**src/include/pvq_pkg.sv**
```systemverilog
// Constants, descriptor layout and register map of the packed ring engine
package pvq_pkg;

    // ------------------------------------------------------------------
    // Descriptor layout, 16 bytes: addr, len, id, flags
    // ------------------------------------------------------------------
    localparam int          DESC_BYTES   = 16;
    localparam int          FLAG_NEXT    = 0;
    localparam int          FLAG_WRITE   = 1;
    localparam int          FLAG_AVAIL   = 7;
    localparam int          FLAG_USED    = 15;
    localparam int          RING_MAX     = 32768;
    localparam int          RING_IDX_W   = 15;

    // ------------------------------------------------------------------
    // Register map, byte addresses
    // ------------------------------------------------------------------
    localparam logic [11:0] REG_CTRL     = 12'h000;
    localparam logic [11:0] REG_BASE_LO  = 12'h004;
    localparam logic [11:0] REG_BASE_HI  = 12'h008;
    localparam logic [11:0] REG_SIZE     = 12'h00c;
    localparam logic [11:0] REG_STATUS   = 12'h010;
    localparam logic [11:0] REG_DEVSUP   = 12'h014;
    localparam logic [11:0] REG_DRVSUP   = 12'h018;
    localparam logic [11:0] REG_CHAINMAX = 12'h01c;
    localparam logic [11:0] REG_USEDCNT  = 12'h020;

    localparam int          CTRL_EN      = 0;
    localparam logic [15:0] SIZE_RST     = 16'h0100;
    localparam logic [15:0] CHAINMAX_RST = 16'h0000;

    // ------------------------------------------------------------------
    // Engine states
    // ------------------------------------------------------------------
    typedef enum logic [6:0] {
        PVQ_IDLE  = 7'h01,
        PVQ_POLL  = 7'h02,
        PVQ_PWAIT = 7'h04,
        PVQ_HAND  = 7'h08,
        PVQ_CWAIT = 7'h10,
        PVQ_WUSED = 7'h20,
        PVQ_UWAIT = 7'h40
    } pvq_state_t;

endpackage : pvq_pkg

```
**src/logic/pvq_cmpl_fifo.sv**
```systemverilog
// Completion order queue: records the order in which buffers finish
`timescale 1ns/1ps
module pvq_cmpl_fifo #(
    parameter int WIDTH = 64,
    parameter int DEPTH = 16
) (
    // Clock and reset
    input  wire logic             clk_sys,
    input  wire logic             rst,
    // Write side
    input  wire logic             wr_valid,
    output logic                  wr_ready,
    input  wire logic [WIDTH-1:0] wr_data,
    // Read side
    output logic                  rd_valid,
    input  wire logic             rd_ready,
    output logic      [WIDTH-1:0] rd_data
);
    localparam int AW = $clog2(DEPTH);

    initial begin
        if (DEPTH < 2 || (DEPTH & (DEPTH - 1)) != 0) begin
            $error("pvq_cmpl_fifo: DEPTH must be a power of two >= 2");
        end
    end

    logic [WIDTH-1:0] mem [DEPTH];
    logic [AW:0]      wp_ff;
    logic [AW:0]      rp_ff;
    logic             push;
    logic             pop;

    always_ff @(posedge clk_sys) begin
        if (rst) begin
            wr_ready <= 1'b1;
        end else begin
            wr_ready <= wp_ff + (AW+1)'(push) - rp_ff - (AW+1)'(pop) != (AW+1)'(DEPTH);
        end
    end
    assign rd_valid = wp_ff != rp_ff;
    assign rd_data  = mem[rp_ff[AW-1:0]];
    assign push     = wr_valid && wr_ready;
    assign pop      = rd_valid && rd_ready;

    always_ff @(posedge clk_sys) begin
        if (push) begin
            mem[wp_ff[AW-1:0]] <= wr_data;
        end
    end

    // Completion order preserved: first finished, first written back
    always_ff @(posedge clk_sys) begin
        if (rst) begin
            wp_ff <= '0;
            rp_ff <= '0;
        end else begin
            if (push) begin
                wp_ff <= wp_ff + 1'b1;
            end
            if (pop) begin
                rp_ff <= rp_ff + 1'b1;
            end
        end
    end

endmodule : pvq_cmpl_fifo

```
**src/logic/pvq_ring_engine.sv**
```systemverilog
// Device-side packed descriptor ring engine with APB registers
//
// The register offsets and the APB interface to the registers are this design's own decisions.
`timescale 1ns/1ps
module pvq_ring_engine
    import pvq_pkg::*;
#(
    parameter int CMPL_DEPTH = 16
) (
    // Clock and reset
    input  wire logic        clk_sys,
    input  wire logic        rst,
    // APB slave
    input  wire logic        psel,
    input  wire logic        penable,
    input  wire logic        pwrite,
    input  wire logic [11:0] paddr,
    input  wire logic [31:0] pwdata,
    output logic      [31:0] prdata,
    output logic             pready,
    output logic             pslverr,
    // Memory master, one 128-bit descriptor per beat
    output logic             mem_req,
    output logic             mem_we,
    output logic      [63:0] mem_addr,
    output logic     [127:0] mem_wdata,
    input  wire logic        mem_ack,
    input  wire logic [127:0] mem_rdata,
    // Buffer handed to the function, one element per valid/ready handshake, elem_valid held until elem_ready
    output logic             elem_valid,
    input  wire logic        elem_ready,
    output logic      [63:0] elem_addr,
    output logic      [31:0] elem_len,
    output logic             elem_wr,
    output logic             elem_last,
    output logic      [15:0] elem_id,
    // Completion from the function, any order
    input  wire logic        done_valid,
    output logic             done_ready,
    input  wire logic [15:0] done_id,
    input  wire logic [31:0] done_len,
    input  wire logic [15:0] done_count,
    input  wire logic        done_wrote,
    // Used-buffer notification and chain-length error
    output logic             used_notify,
    output logic             chain_err
);
    import pvq_pkg::*;

    initial begin
        if (CMPL_DEPTH < 2) begin
            $error("pvq_ring_engine: CMPL_DEPTH too small");
        end
    end

    // ------------------------------------------------------------------
    // Registers
    // ------------------------------------------------------------------
    logic        en_ff;
    logic [63:0] base_ff;
    logic [15:0] size_ff;
    logic [15:0] chainmax_ff;
    logic [31:0] devsup_ff;
    logic [31:0] drvsup_ff;
    logic [31:0] usedcnt_ff;
    logic        apb_wr;
    logic        apb_rd;
    logic        addr_ok;

    pvq_state_t  st_ff;
    logic [14:0] avail_idx_ff;
    logic        avail_wrap_ff;
    logic [14:0] used_idx_ff;
    logic        used_wrap_ff;
    logic [15:0] chain_len_ff;
    logic [127:0] desc_ff;

    function automatic logic [14:0] ring_step(input logic [14:0] idx,
                                              input logic [15:0] n,
                                              input logic [15:0] sz);
        logic [16:0] s;
        s = {2'b00, idx} + {1'b0, n};
        if (s >= {1'b0, sz}) begin
            s = s - {1'b0, sz};
        end
        return s[14:0];
    endfunction : ring_step

    function automatic logic ring_wraps(input logic [14:0] idx,
                                        input logic [15:0] n,
                                        input logic [15:0] sz);
        logic [16:0] s;
        s = {2'b00, idx} + {1'b0, n};
        return s >= {1'b0, sz};
    endfunction : ring_wraps

    function automatic logic [63:0] slot_addr(input logic [63:0] b,
                                              input logic [14:0] idx);
        return b + {45'h0, idx, 4'h0};
    endfunction : slot_addr

    assign apb_wr  = psel && penable && pwrite;
    assign apb_rd  = psel && !penable && !pwrite;
    assign addr_ok = paddr[1:0] == 2'b00 && paddr <= REG_USEDCNT;

    // Ring size limited to 1..32768
    function automatic logic [15:0] clamp_size(input logic [31:0] v);
        if (v == 32'h0 || v > 32'(RING_MAX)) begin
            return 16'h8000;
        end
        return v[15:0];
    endfunction : clamp_size

    always_ff @(posedge clk_sys) begin
        if (rst) begin
            en_ff       <= 1'b0;
            base_ff     <= '0;
            size_ff     <= SIZE_RST;
            chainmax_ff <= CHAINMAX_RST;
            devsup_ff   <= '0;
        end else if (apb_wr) begin
            unique case (paddr)
                REG_CTRL:     en_ff <= pwdata[CTRL_EN];
                REG_BASE_LO:  base_ff[31:0] <= {pwdata[31:4], 4'h0};
                REG_BASE_HI:  base_ff[63:32] <= pwdata;
                REG_SIZE:     size_ff <= clamp_size(pwdata);
                REG_DEVSUP:   devsup_ff <= pwdata;
                REG_CHAINMAX: chainmax_ff <= pwdata[15:0];
                default: ;
            endcase
        end
    end

    // Driver suppression is only ever loaded by software mirror, never by the engine
    always_ff @(posedge clk_sys) begin
        if (rst) begin
            drvsup_ff <= '0;
        end else if (apb_wr && paddr == REG_DRVSUP) begin
            drvsup_ff <= pwdata;
        end
    end

    // Read data captured in setup; answer in one access cycle
    always_ff @(posedge clk_sys) begin
        if (rst) begin
            prdata  <= '0;
            pready  <= 1'b0;
            pslverr <= 1'b0;
        end else begin
            pready  <= psel && !penable;
            pslverr <= psel && !penable && !addr_ok;
            if (apb_rd) begin
                unique case (paddr)
                    REG_CTRL:     prdata <= {31'h0, en_ff};
                    REG_BASE_LO:  prdata <= base_ff[31:0];
                    REG_BASE_HI:  prdata <= base_ff[63:32];
                    REG_SIZE:     prdata <= {16'h0, size_ff};
                    REG_STATUS:   prdata <= {used_wrap_ff, used_idx_ff,
                                             avail_wrap_ff, avail_idx_ff};
                    REG_DEVSUP:   prdata <= devsup_ff;
                    REG_DRVSUP:   prdata <= drvsup_ff;
                    REG_CHAINMAX: prdata <= {16'h0, chainmax_ff};
                    REG_USEDCNT:  prdata <= usedcnt_ff;
                    default:      prdata <= '0;
                endcase
            end
        end
    end

    // ------------------------------------------------------------------
    // Completion queue
    // ------------------------------------------------------------------
    logic        cq_valid;
    logic        cq_pop;
    logic [64:0] cq_data;

    pvq_cmpl_fifo #(.WIDTH(65), .DEPTH(CMPL_DEPTH)) u_cq (
        .clk_sys  (clk_sys),
        .rst      (rst),
        .wr_valid (done_valid),
        .wr_ready (done_ready),
        .wr_data  ({done_wrote, done_count, done_len, done_id}),
        .rd_valid (cq_valid),
        .rd_ready (cq_pop),
        .rd_data  (cq_data)
    );

    // ------------------------------------------------------------------
    // Ring state machine
    // ------------------------------------------------------------------
    logic [15:0] desc_flags;
    logic        desc_is_avail;
    logic [15:0] chain_lim;
    logic [15:0] used_flags;

    assign desc_flags    = desc_ff[127:112];
    // Available only when avail flag matches and used flag differs
    assign desc_is_avail = desc_flags[FLAG_AVAIL] == avail_wrap_ff &&
                           desc_flags[FLAG_USED] != avail_wrap_ff;
    assign chain_lim     = (chainmax_ff != 16'h0 && chainmax_ff < size_ff) ?
                           chainmax_ff : size_ff;
    assign used_flags    = (16'h1 << FLAG_USED) * {15'h0, used_wrap_ff} |
                           (16'h1 << FLAG_AVAIL) * {15'h0, used_wrap_ff} |
                           (16'h1 << FLAG_WRITE) * {15'h0, cq_data[64]};
    assign cq_pop        = st_ff == PVQ_UWAIT && mem_ack;

    always_ff @(posedge clk_sys) begin
        if (rst) begin
            st_ff         <= PVQ_IDLE;
            avail_idx_ff  <= '0;
            avail_wrap_ff <= 1'b1;
            used_idx_ff   <= '0;
            used_wrap_ff  <= 1'b1;
            chain_len_ff  <= '0;
            desc_ff       <= '0;
            mem_req       <= 1'b0;
            mem_we        <= 1'b0;
            mem_addr      <= '0;
            mem_wdata     <= '0;
            elem_valid    <= 1'b0;
            elem_addr     <= '0;
            elem_len      <= '0;
            elem_wr       <= 1'b0;
            elem_last     <= 1'b0;
            elem_id       <= '0;
            used_notify   <= 1'b0;
            chain_err     <= 1'b0;
            usedcnt_ff    <= '0;
        end else begin
            used_notify <= 1'b0;
            chain_err   <= 1'b0;
            unique case (st_ff)
                PVQ_IDLE: begin
                    if (en_ff) begin
                        st_ff <= PVQ_POLL;
                    end
                end
                PVQ_POLL: begin
                    // Completions take priority so the ring keeps draining
                    if (cq_valid) begin
                        mem_req   <= 1'b1;
                        mem_we    <= 1'b1;
                        mem_addr  <= slot_addr(base_ff, used_idx_ff);
                        mem_wdata <= {used_flags, cq_data[15:0],
                                      cq_data[47:16], 64'h0};
                        st_ff     <= PVQ_UWAIT;
                    end else if (!en_ff) begin
                        st_ff <= PVQ_IDLE;
                    end else begin
                        mem_req  <= 1'b1;
                        mem_we   <= 1'b0;
                        mem_addr <= slot_addr(base_ff, avail_idx_ff);
                        st_ff    <= PVQ_PWAIT;
                    end
                end
                PVQ_PWAIT: begin
                    if (mem_ack) begin
                        mem_req <= 1'b0;
                        desc_ff <= mem_rdata;
                        st_ff   <= PVQ_HAND;
                    end
                end
                PVQ_HAND: begin
                    if (!desc_is_avail) begin
                        st_ff <= PVQ_POLL;
                    end else begin
                        elem_valid <= 1'b1;
                        elem_addr  <= desc_ff[63:0];
                        elem_len   <= desc_ff[95:64];
                        elem_wr    <= desc_flags[FLAG_WRITE];
                        elem_last  <= !desc_flags[FLAG_NEXT]
                                      || chain_len_ff + 16'h1 >= chain_lim;
                        elem_id    <= desc_ff[111:96];
                        chain_err  <= desc_flags[FLAG_NEXT]
                                      && chain_len_ff + 16'h1 >= chain_lim;
                        st_ff      <= PVQ_CWAIT;
                    end
                end
                PVQ_CWAIT: begin
                    if (elem_ready) begin
                        elem_valid <= 1'b0;
                        // Next entry in circular order
                        avail_idx_ff <= ring_step(avail_idx_ff, 16'h1, size_ff);
                        if (ring_wraps(avail_idx_ff, 16'h1, size_ff)) begin
                            avail_wrap_ff <= !avail_wrap_ff;
                        end
                        chain_len_ff <= elem_last ? 16'h0 : chain_len_ff + 16'h1;
                        st_ff <= PVQ_POLL;
                    end
                end
                PVQ_UWAIT: begin
                    if (mem_ack) begin
                        mem_req     <= 1'b0;
                        mem_we      <= 1'b0;
                        used_notify <= 1'b1;
                        usedcnt_ff  <= usedcnt_ff + 32'h1;
                        // One used entry covers the whole chain, skip the rest
                        used_idx_ff <= ring_step(used_idx_ff, cq_data[63:48],
                                                 size_ff);
                        if (ring_wraps(used_idx_ff, cq_data[63:48], size_ff)) begin
                            used_wrap_ff <= !used_wrap_ff;
                        end
                        st_ff <= PVQ_POLL;
                    end
                end
                default: st_ff <= PVQ_IDLE;
            endcase
        end
    end

endmodule : pvq_ring_engine
```
**config.mk**
```make
export PLATFORM = sky130hd
export DESIGN_NAME = pvq_ring_engine
export DESIGN_NICKNAME = d
export VERILOG_FILES = /design/src/include/pvq_pkg.sv /design/src/logic/pvq_cmpl_fifo.sv /design/src/logic/pvq_ring_engine.sv
export SDC_FILE = /design/constraint.sdc
export NUM_CORES = 2
export LEC_CHECK = 0
export BUFFER_PORTS_ARGS = -buffer_cell sky130_fd_sc_hd__buf_2
export CAP_MARGIN = 25
export CORE_AREA = 2 2 342 344
export CTS_CLUSTER_SIZE = 40
export DETAILED_ROUTE_END_ITERATION = 6
export DIE_AREA = 0 0 344 346
export GPL_TIMING_DRIVEN = 0
export PLACE_DENSITY = 0.76
export SYNTH_ARGS = -nofsm -noshare
export SYNTH_HDL_FRONTEND = slang
export SYNTH_HIERARCHICAL = 1
export SYNTH_SLANG_ARGS = --single-unit
```
**constraint.sdc**
```tcl
create_clock -name clk_sys -period 8.1 [get_ports clk_sys]
set_clock_uncertainty 0.2 [all_clocks]
set_input_delay 1.62 -clock clk_sys [delete_from_list [all_inputs] [get_ports clk_sys]]
set_output_delay 1.62 -clock clk_sys [all_outputs]
set_load 0.01 [all_outputs]
```
After elaboration in Yosys (flattened, before gate mapping)
Memory sizes are Yosys's and may differ from the RTL's. A register that Yosys moved wholly into a read port is not among the register bits. Index checks and enable logic that the tools add are counted.

Memories: 1. Bits in registers: 664. RAM bits: 1040. Input bits: 245.

Add/sub/neg operators: 13. Mux-type cells: 36. Reduce and logical (&&, ||, !) cells: 50. Magnitude comparators: 6. Bitwise operators: 5. Equal/unequal tests: 25.

Memory list: u_cq.mem (words 16, bits a word 65, rd ports 1, clocked after Yosys merged registers in 1, write ports 1, line pvq_cmpl_fifo.sv:27) `logic [WIDTH-1:0] mem [DEPTH];`.

Operators by type and width (number): one-hot mux 32 bit (9 select lines) (1); adder 64 x 19 -> 64 bit (2); two-way mux 64 bit (2); two-way mux 16 bit (4); equality test 12 x 5 -> 1 bit (second input constant) (4); one-hot mux 7 bit (6 select lines) (1); two-way mux 7 bit (5); adder 32 x 1 -> 32 bit (second input constant) (1); greater-or-equal comparator 16 bit (2); > comparator 32 x 16 -> 1 bit (second input constant) (1); zero test 32 bit (1); two-way mux 15 bit (2); subtractor 15 bit (2); equality test 12 x 4 -> 1 bit (second input constant) (2); AND reduction 2 bit (12); adder 15 x 16 -> 17 bit (1); greater-or-equal comparator 17 x 16 -> 1 bit (1); adder 15 x 1 -> 16 bit (second input constant) (1); adder 16 x 1 -> 16 bit (second input constant) (1); less-than comparator 16 bit (1); bitwise OR 16 x 2 -> 16 bit (1); bitwise OR 16 x 8 -> 16 bit (1); nonzero test 16 bit (1); AND reduction 3 bit (5); 35 further kinds (80).

Longest topological paths before layout
Word-level depth: 7. Mapped depth: 25. Depth with buffers taken out: 21.

Hierarchy
The synthesis kept the hierarchy.

By module, submodules not included: pvq_cmpl_fifo (cells an instance 1695, area an instance 39808.2 µm², sequential area each 31530.2 µm², instances 1); pvq_ring_engine (cells an instance 3687, area an instance 29121.7 µm², sequential area each 12451.9 µm², instances 1).

Least setup slack after synthesis
OpenSTA, ideal clock, no wires.

Path kind: input port to flip-flop. Start point: input port done_valid. End point: memory u_cq.mem[0][0], enable pin. Stages: 4. Data required time: 7332 ps. Setup slack: 795 ps. Data arrival time: 6537 ps. Buffers on the path: 1. Path through: and2_1 -> clkbuf_1 -> nand2_1 -> nor3_1.

Longest elaborated chain between the ends: 3.

RTL lines: start, declared (line pvq_ring_engine.sv:38) `input wire logic done_valid,`; logical AND 1 bit (line pvq_cmpl_fifo.sv:42) `assign push = wr_valid && wr_ready;`; via u_cq.push (line pvq_cmpl_fifo.sv:30) `logic push;`; two-way mux 1 bit (line pvq_cmpl_fifo.sv:46) `if (push) begin`; two-way mux 1 bit (not written as such) (line pvq_cmpl_fifo.sv:47) `mem[wp_ff[AW-1:0]] <= wr_data;`; end, declared (line pvq_cmpl_fifo.sv:27).

The timed path passes the listed nets, and every way through them passes these cells.

==> summary.md <==
| Metric | Value |
|---|---|
| Status | finished, final reports clean |
| Final critical-path required period | 7100 ps |
| I/O Buffers | 495 |
| Fin. max-slew vios | 0 |
| Sw Share | 22.0% |
| DIE AREA | 119000 µm² |
| Global-route wire length before repair | 316000 µm |
| Global route total overflow | 0 |
| Crit. End Element | register |
| VDD IR-drop max | 0.220 mV |
| Hold-fix buffers, CTS | 0 |
| Peak Freq | 141 MHz |
| Sequential area share after synthesis | 63.8% |
| Flop pwr share | 51.1% |
| Design Area, Final | 80700 µm² |
| Layout cells sized above 1 | 20.3% |
| Startpoint Class | register |
| Storage element area | 44000 µm² |
| Static leakage | 28.1 nW |
| RSZ-0062 raised after global routing | false |
| CTS H-tree lvls | 4 |
| Synth top cells by count | edfxtp_1, nand2_1, dfxtp_1 |
| Drt via density | 6.31 |
| Area Overhead vs Synth | 17.0% |
| Slew of the pin with the lowest slew margin | 1160 ps |
| Skew-Pair Late Insertion Delay | 790 ps |
| Worst Path Arrival | 7550 ps |
| CTS Buf Count | 166 |
| Post-DP Area | 74900 µm² |
| Synth unique cells | 89 |
| Worst Path Max Fanout | 10 |
| Vias in the first global route | 48300 |
| Reg2Reg Capture Point | used_idx_ff[13]$_SDFFE_PP0P_ |
| Logic gate share of total power | 4.8% |
| Reg2Reg Setup Slack | 1000 ps |
| Setup Buffers After CTS | 0 |
| CTS Sinks | 1677 |
| Clk pin slew, worst setup/hold paths | 60 ps |
| Share of the synthesized area in the top cell type | 45.3% |
| Core area | 115000 µm² |
| Clock buffer depth | 3 |
| Final net count | 6559 |
| CTS tree | done |
| CTS root buffer | clkbuf_16 |
| Cell-internal power | 14.1 mW |
| Power, Total | 18.0 mW |
| Total of warnings raised by yosys | 6 |
| Top Metal Used | met5 |
| Final setup violation count | 0 |
| Post-layout util | 69.9% |
| DRC Markers | 0 |
| FF-to-FF path depth | 25 |
| M1 wire length | 78400 µm |
| Post-synth EDFFs | 1040 |
| Mapped Area | 68900 µm² |
| Synth top area cells | edfxtp_1, dfxtp_1, mux4_2 |
| Dpl cells | 7552 |
| Met2 wire len | 105000 µm |
| Number of fill cells | 7885 |
| CP required | 8540 ps |
| Post-DP HPWL | 149000 µm |
| Die X | 344 µm |
| Net switching power | 3.97 mW |
| Largest net degree at the start of global routing | 27 |
| Cell count after synthesis | 5382 |
| Met3 routed WL | 23800 µm |
| IO Pins | 591 |
| GRT Total Usage | 36.4% |
| Clock network fraction of total power | 44.1% |
| Iter 0 DRT Violations | 5756 |
| Crit path kind | reg2reg |
| Initial core utilization | 59.7% |
| Die H | 346 µm |
| Initial antenna violation count | 39 |
| FF+latch count, synth | 1677 |
| Async S/R FF share, synth | 0% |
| GPL Wtd Cong | 1.00 |
| Mean routed wirelength per cell | 27.9 µm |
| Pwr per Cell Area | 224 nW/µm² |
| Syn Area/Cell | 12.8 µm² |
| Path type of the worst min-delay path | reg2reg |
| Top FF cell, synth | edfxtp_1 |
| Pre-antenna DRT Iters | 6 |
| Final wirelength | 220000 µm |
| Area occupied by multi-input gates | 23100 µm² |
| Hold Violations, Final | 0 |
| Post-route antenna net violation count | 0 |
| Vias | 49800 |
| Row count | 125 |
| Cell taking the most area after synthesis | edfxtp_1 |
| Relative slew slack | 22.8% |
| Most frequent cell after synthesis | edfxtp_1 |
| Worst Setup EP | used_idx_ff[13]$_SDFFE_PP0P_ |
| Post-Layout Cell Count | 7890 |
| Crit share post-route | 87.7% |
| CTS resizes | 0 |
| Max_cap viols | 0 |
cells by family (layout without fill, tap and decap cells):
family | after synthesis | after routing | synth area share, %
other | 1 | 109 | 0.00544
flip-flops | 1677 | 1677 | 63.8
XOR/XNOR | 151 | 151 | 1.93
multiplexers | 337 | 337 | 9.64
AND/OR/NAND/NOR | 1522 | 1522 | 9.44
adder cells (fa/ha/maj) | 116 | 116 | 2.18
buffers and inverters | 471 | 1347 | 3.29
AO/OA/AOI/OAI | 1107 | 1107 | 9.70
layout make-up:
type	count	share of cell area, %
Tap cell	1524	2.36
Sequential cell	1677	54.5
Multi-Input combinational cell	3314	28.6
Clock inverter	72	1.01
Inverter	58	0.270
Buffer	413	2.55
Clock buffer	236	6.00
Antenna cell	28	0.0869
Timing Repair Buffer	568	4.56
worst min-delay path by stage:
stage / startpoint / endpoint / slack (ps) / cells after the start
after floorplan: desc_ff[112]$_SDFFE_PP0P_ / elem_last$_SDFFE_PP0P_ / 230 / 1
final: desc_ff[35]$_SDFFE_PP0P_ / elem_addr[35]$_SDFFE_PP0P_ / 250 / 2
after global routing: desc_ff[94]$_SDFFE_PP0P_ / elem_len[30]$_SDFFE_PP0P_ / 270 / 2
after detailed placement: desc_ff[24]$_SDFFE_PP0P_ / elem_addr[24]$_SDFFE_PP0P_ / 240 / 2
after global placement: desc_ff[57]$_SDFFE_PP0P_ / elem_addr[57]$_SDFFE_PP0P_ / 240 / 2
after CTS: desc_ff[24]$_SDFFE_PP0P_ / elem_addr[24]$_SDFFE_PP0P_ / 250 / 2
per-stage QoR:
step | setup TNS [ps] | hold slack (ps) | setup slack [ps]
5_1_grt | 0 | 266 | 677
2_1_floorplan | 0 | 229 | 795
6_report | 0 | 250 | 996
3_5_place_dp | 0 | 242 | 1280
3_3_place_gp | -1605990 | 236 | -4710
4_1_cts | 0 | 250 | 1150
registers in the layout, indices dropped and copies added, names as in the netlist, 32 cells and up, named ones only:
name	count
mem_wdata	50
desc_ff	116
devsup_ff	32
base_ff	60
prdata	32
mem_addr	60
elem_len	32
usedcnt_ff	32
u_cq/mem	1040
drvsup_ff	32
elem_addr	64
layout by cell type (no fill, tap or decap), types with 39 or more instances in the layout:
cell type / netlist / final
clkbuf_16: 0 / 173
inv_1: 57 / 57
conb_1: 1 / 81
mux4_2: 260 / 260
xor2_1: 65 / 65
xnor2_1: 85 / 85
nand3_1: 95 / 95
nor3_1: 45 / 41
ha_1: 109 / 109
dfxtp_1: 637 / 637
nand2_1: 1006 / 1006
edfxtp_1: 1040 / 1040
nor2_1: 198 / 186
mux2i_1: 61 / 61
a211oi_1: 39 / 39
o21ai_0: 133 / 133
buf_2: 27 / 522
buf_6: 16 / 40
a21oi_1: 559 / 559
a22oi_1: 180 / 180
clkbuf_1: 252 / 287
buf_4: 90 / 95
power groups by stage:
stage / Sequential (mW) / Combinational, mW / Clock [mW]
2_1_floorplan: 9.39 / 0.458 / 0
3_3_place_gp: 9.41 / 0.787 / 0
3_5_place_dp: 9.39 / 0.841 / 0
4_1_cts: 9.21 / 0.854 / 8.00
5_1_grt: 9.21 / 0.934 / 8.32
6_report: 9.21 / 0.872 / 7.96
metal layers:
metal | up-vias | track usage, %
met5 | - | 0
met3 | 657 | 8.07
met4 | 20 | 20.1
li1 | 21500 | -
met1 | 24400 | 46.2
met2 | 3249 | 58.2
worst max-delay path, stage by stage (launching register included):
cell      delay (ps)
dfxtp_1          320
buf_2            430
buf_4            340
clkbuf_1         660
mux4_2           430
a22oi_1          230
nand2_1          100
ha_1             220
inv_1             70
fa_1             190
nor2b_1           70
o31a_1           300
o41a_1           390
a31oi_1          250
nor2b_1          240
xnor2_1          120
ha_1             350
nand2_1           80
o21ai_0          400
nor2_1           100
o21ai_0          150
o21ai_0          100
o31ai_1           90
clkbuf_1         570
inv_1            140
a311o_1          380
Power figures use the tool's default switching activity.
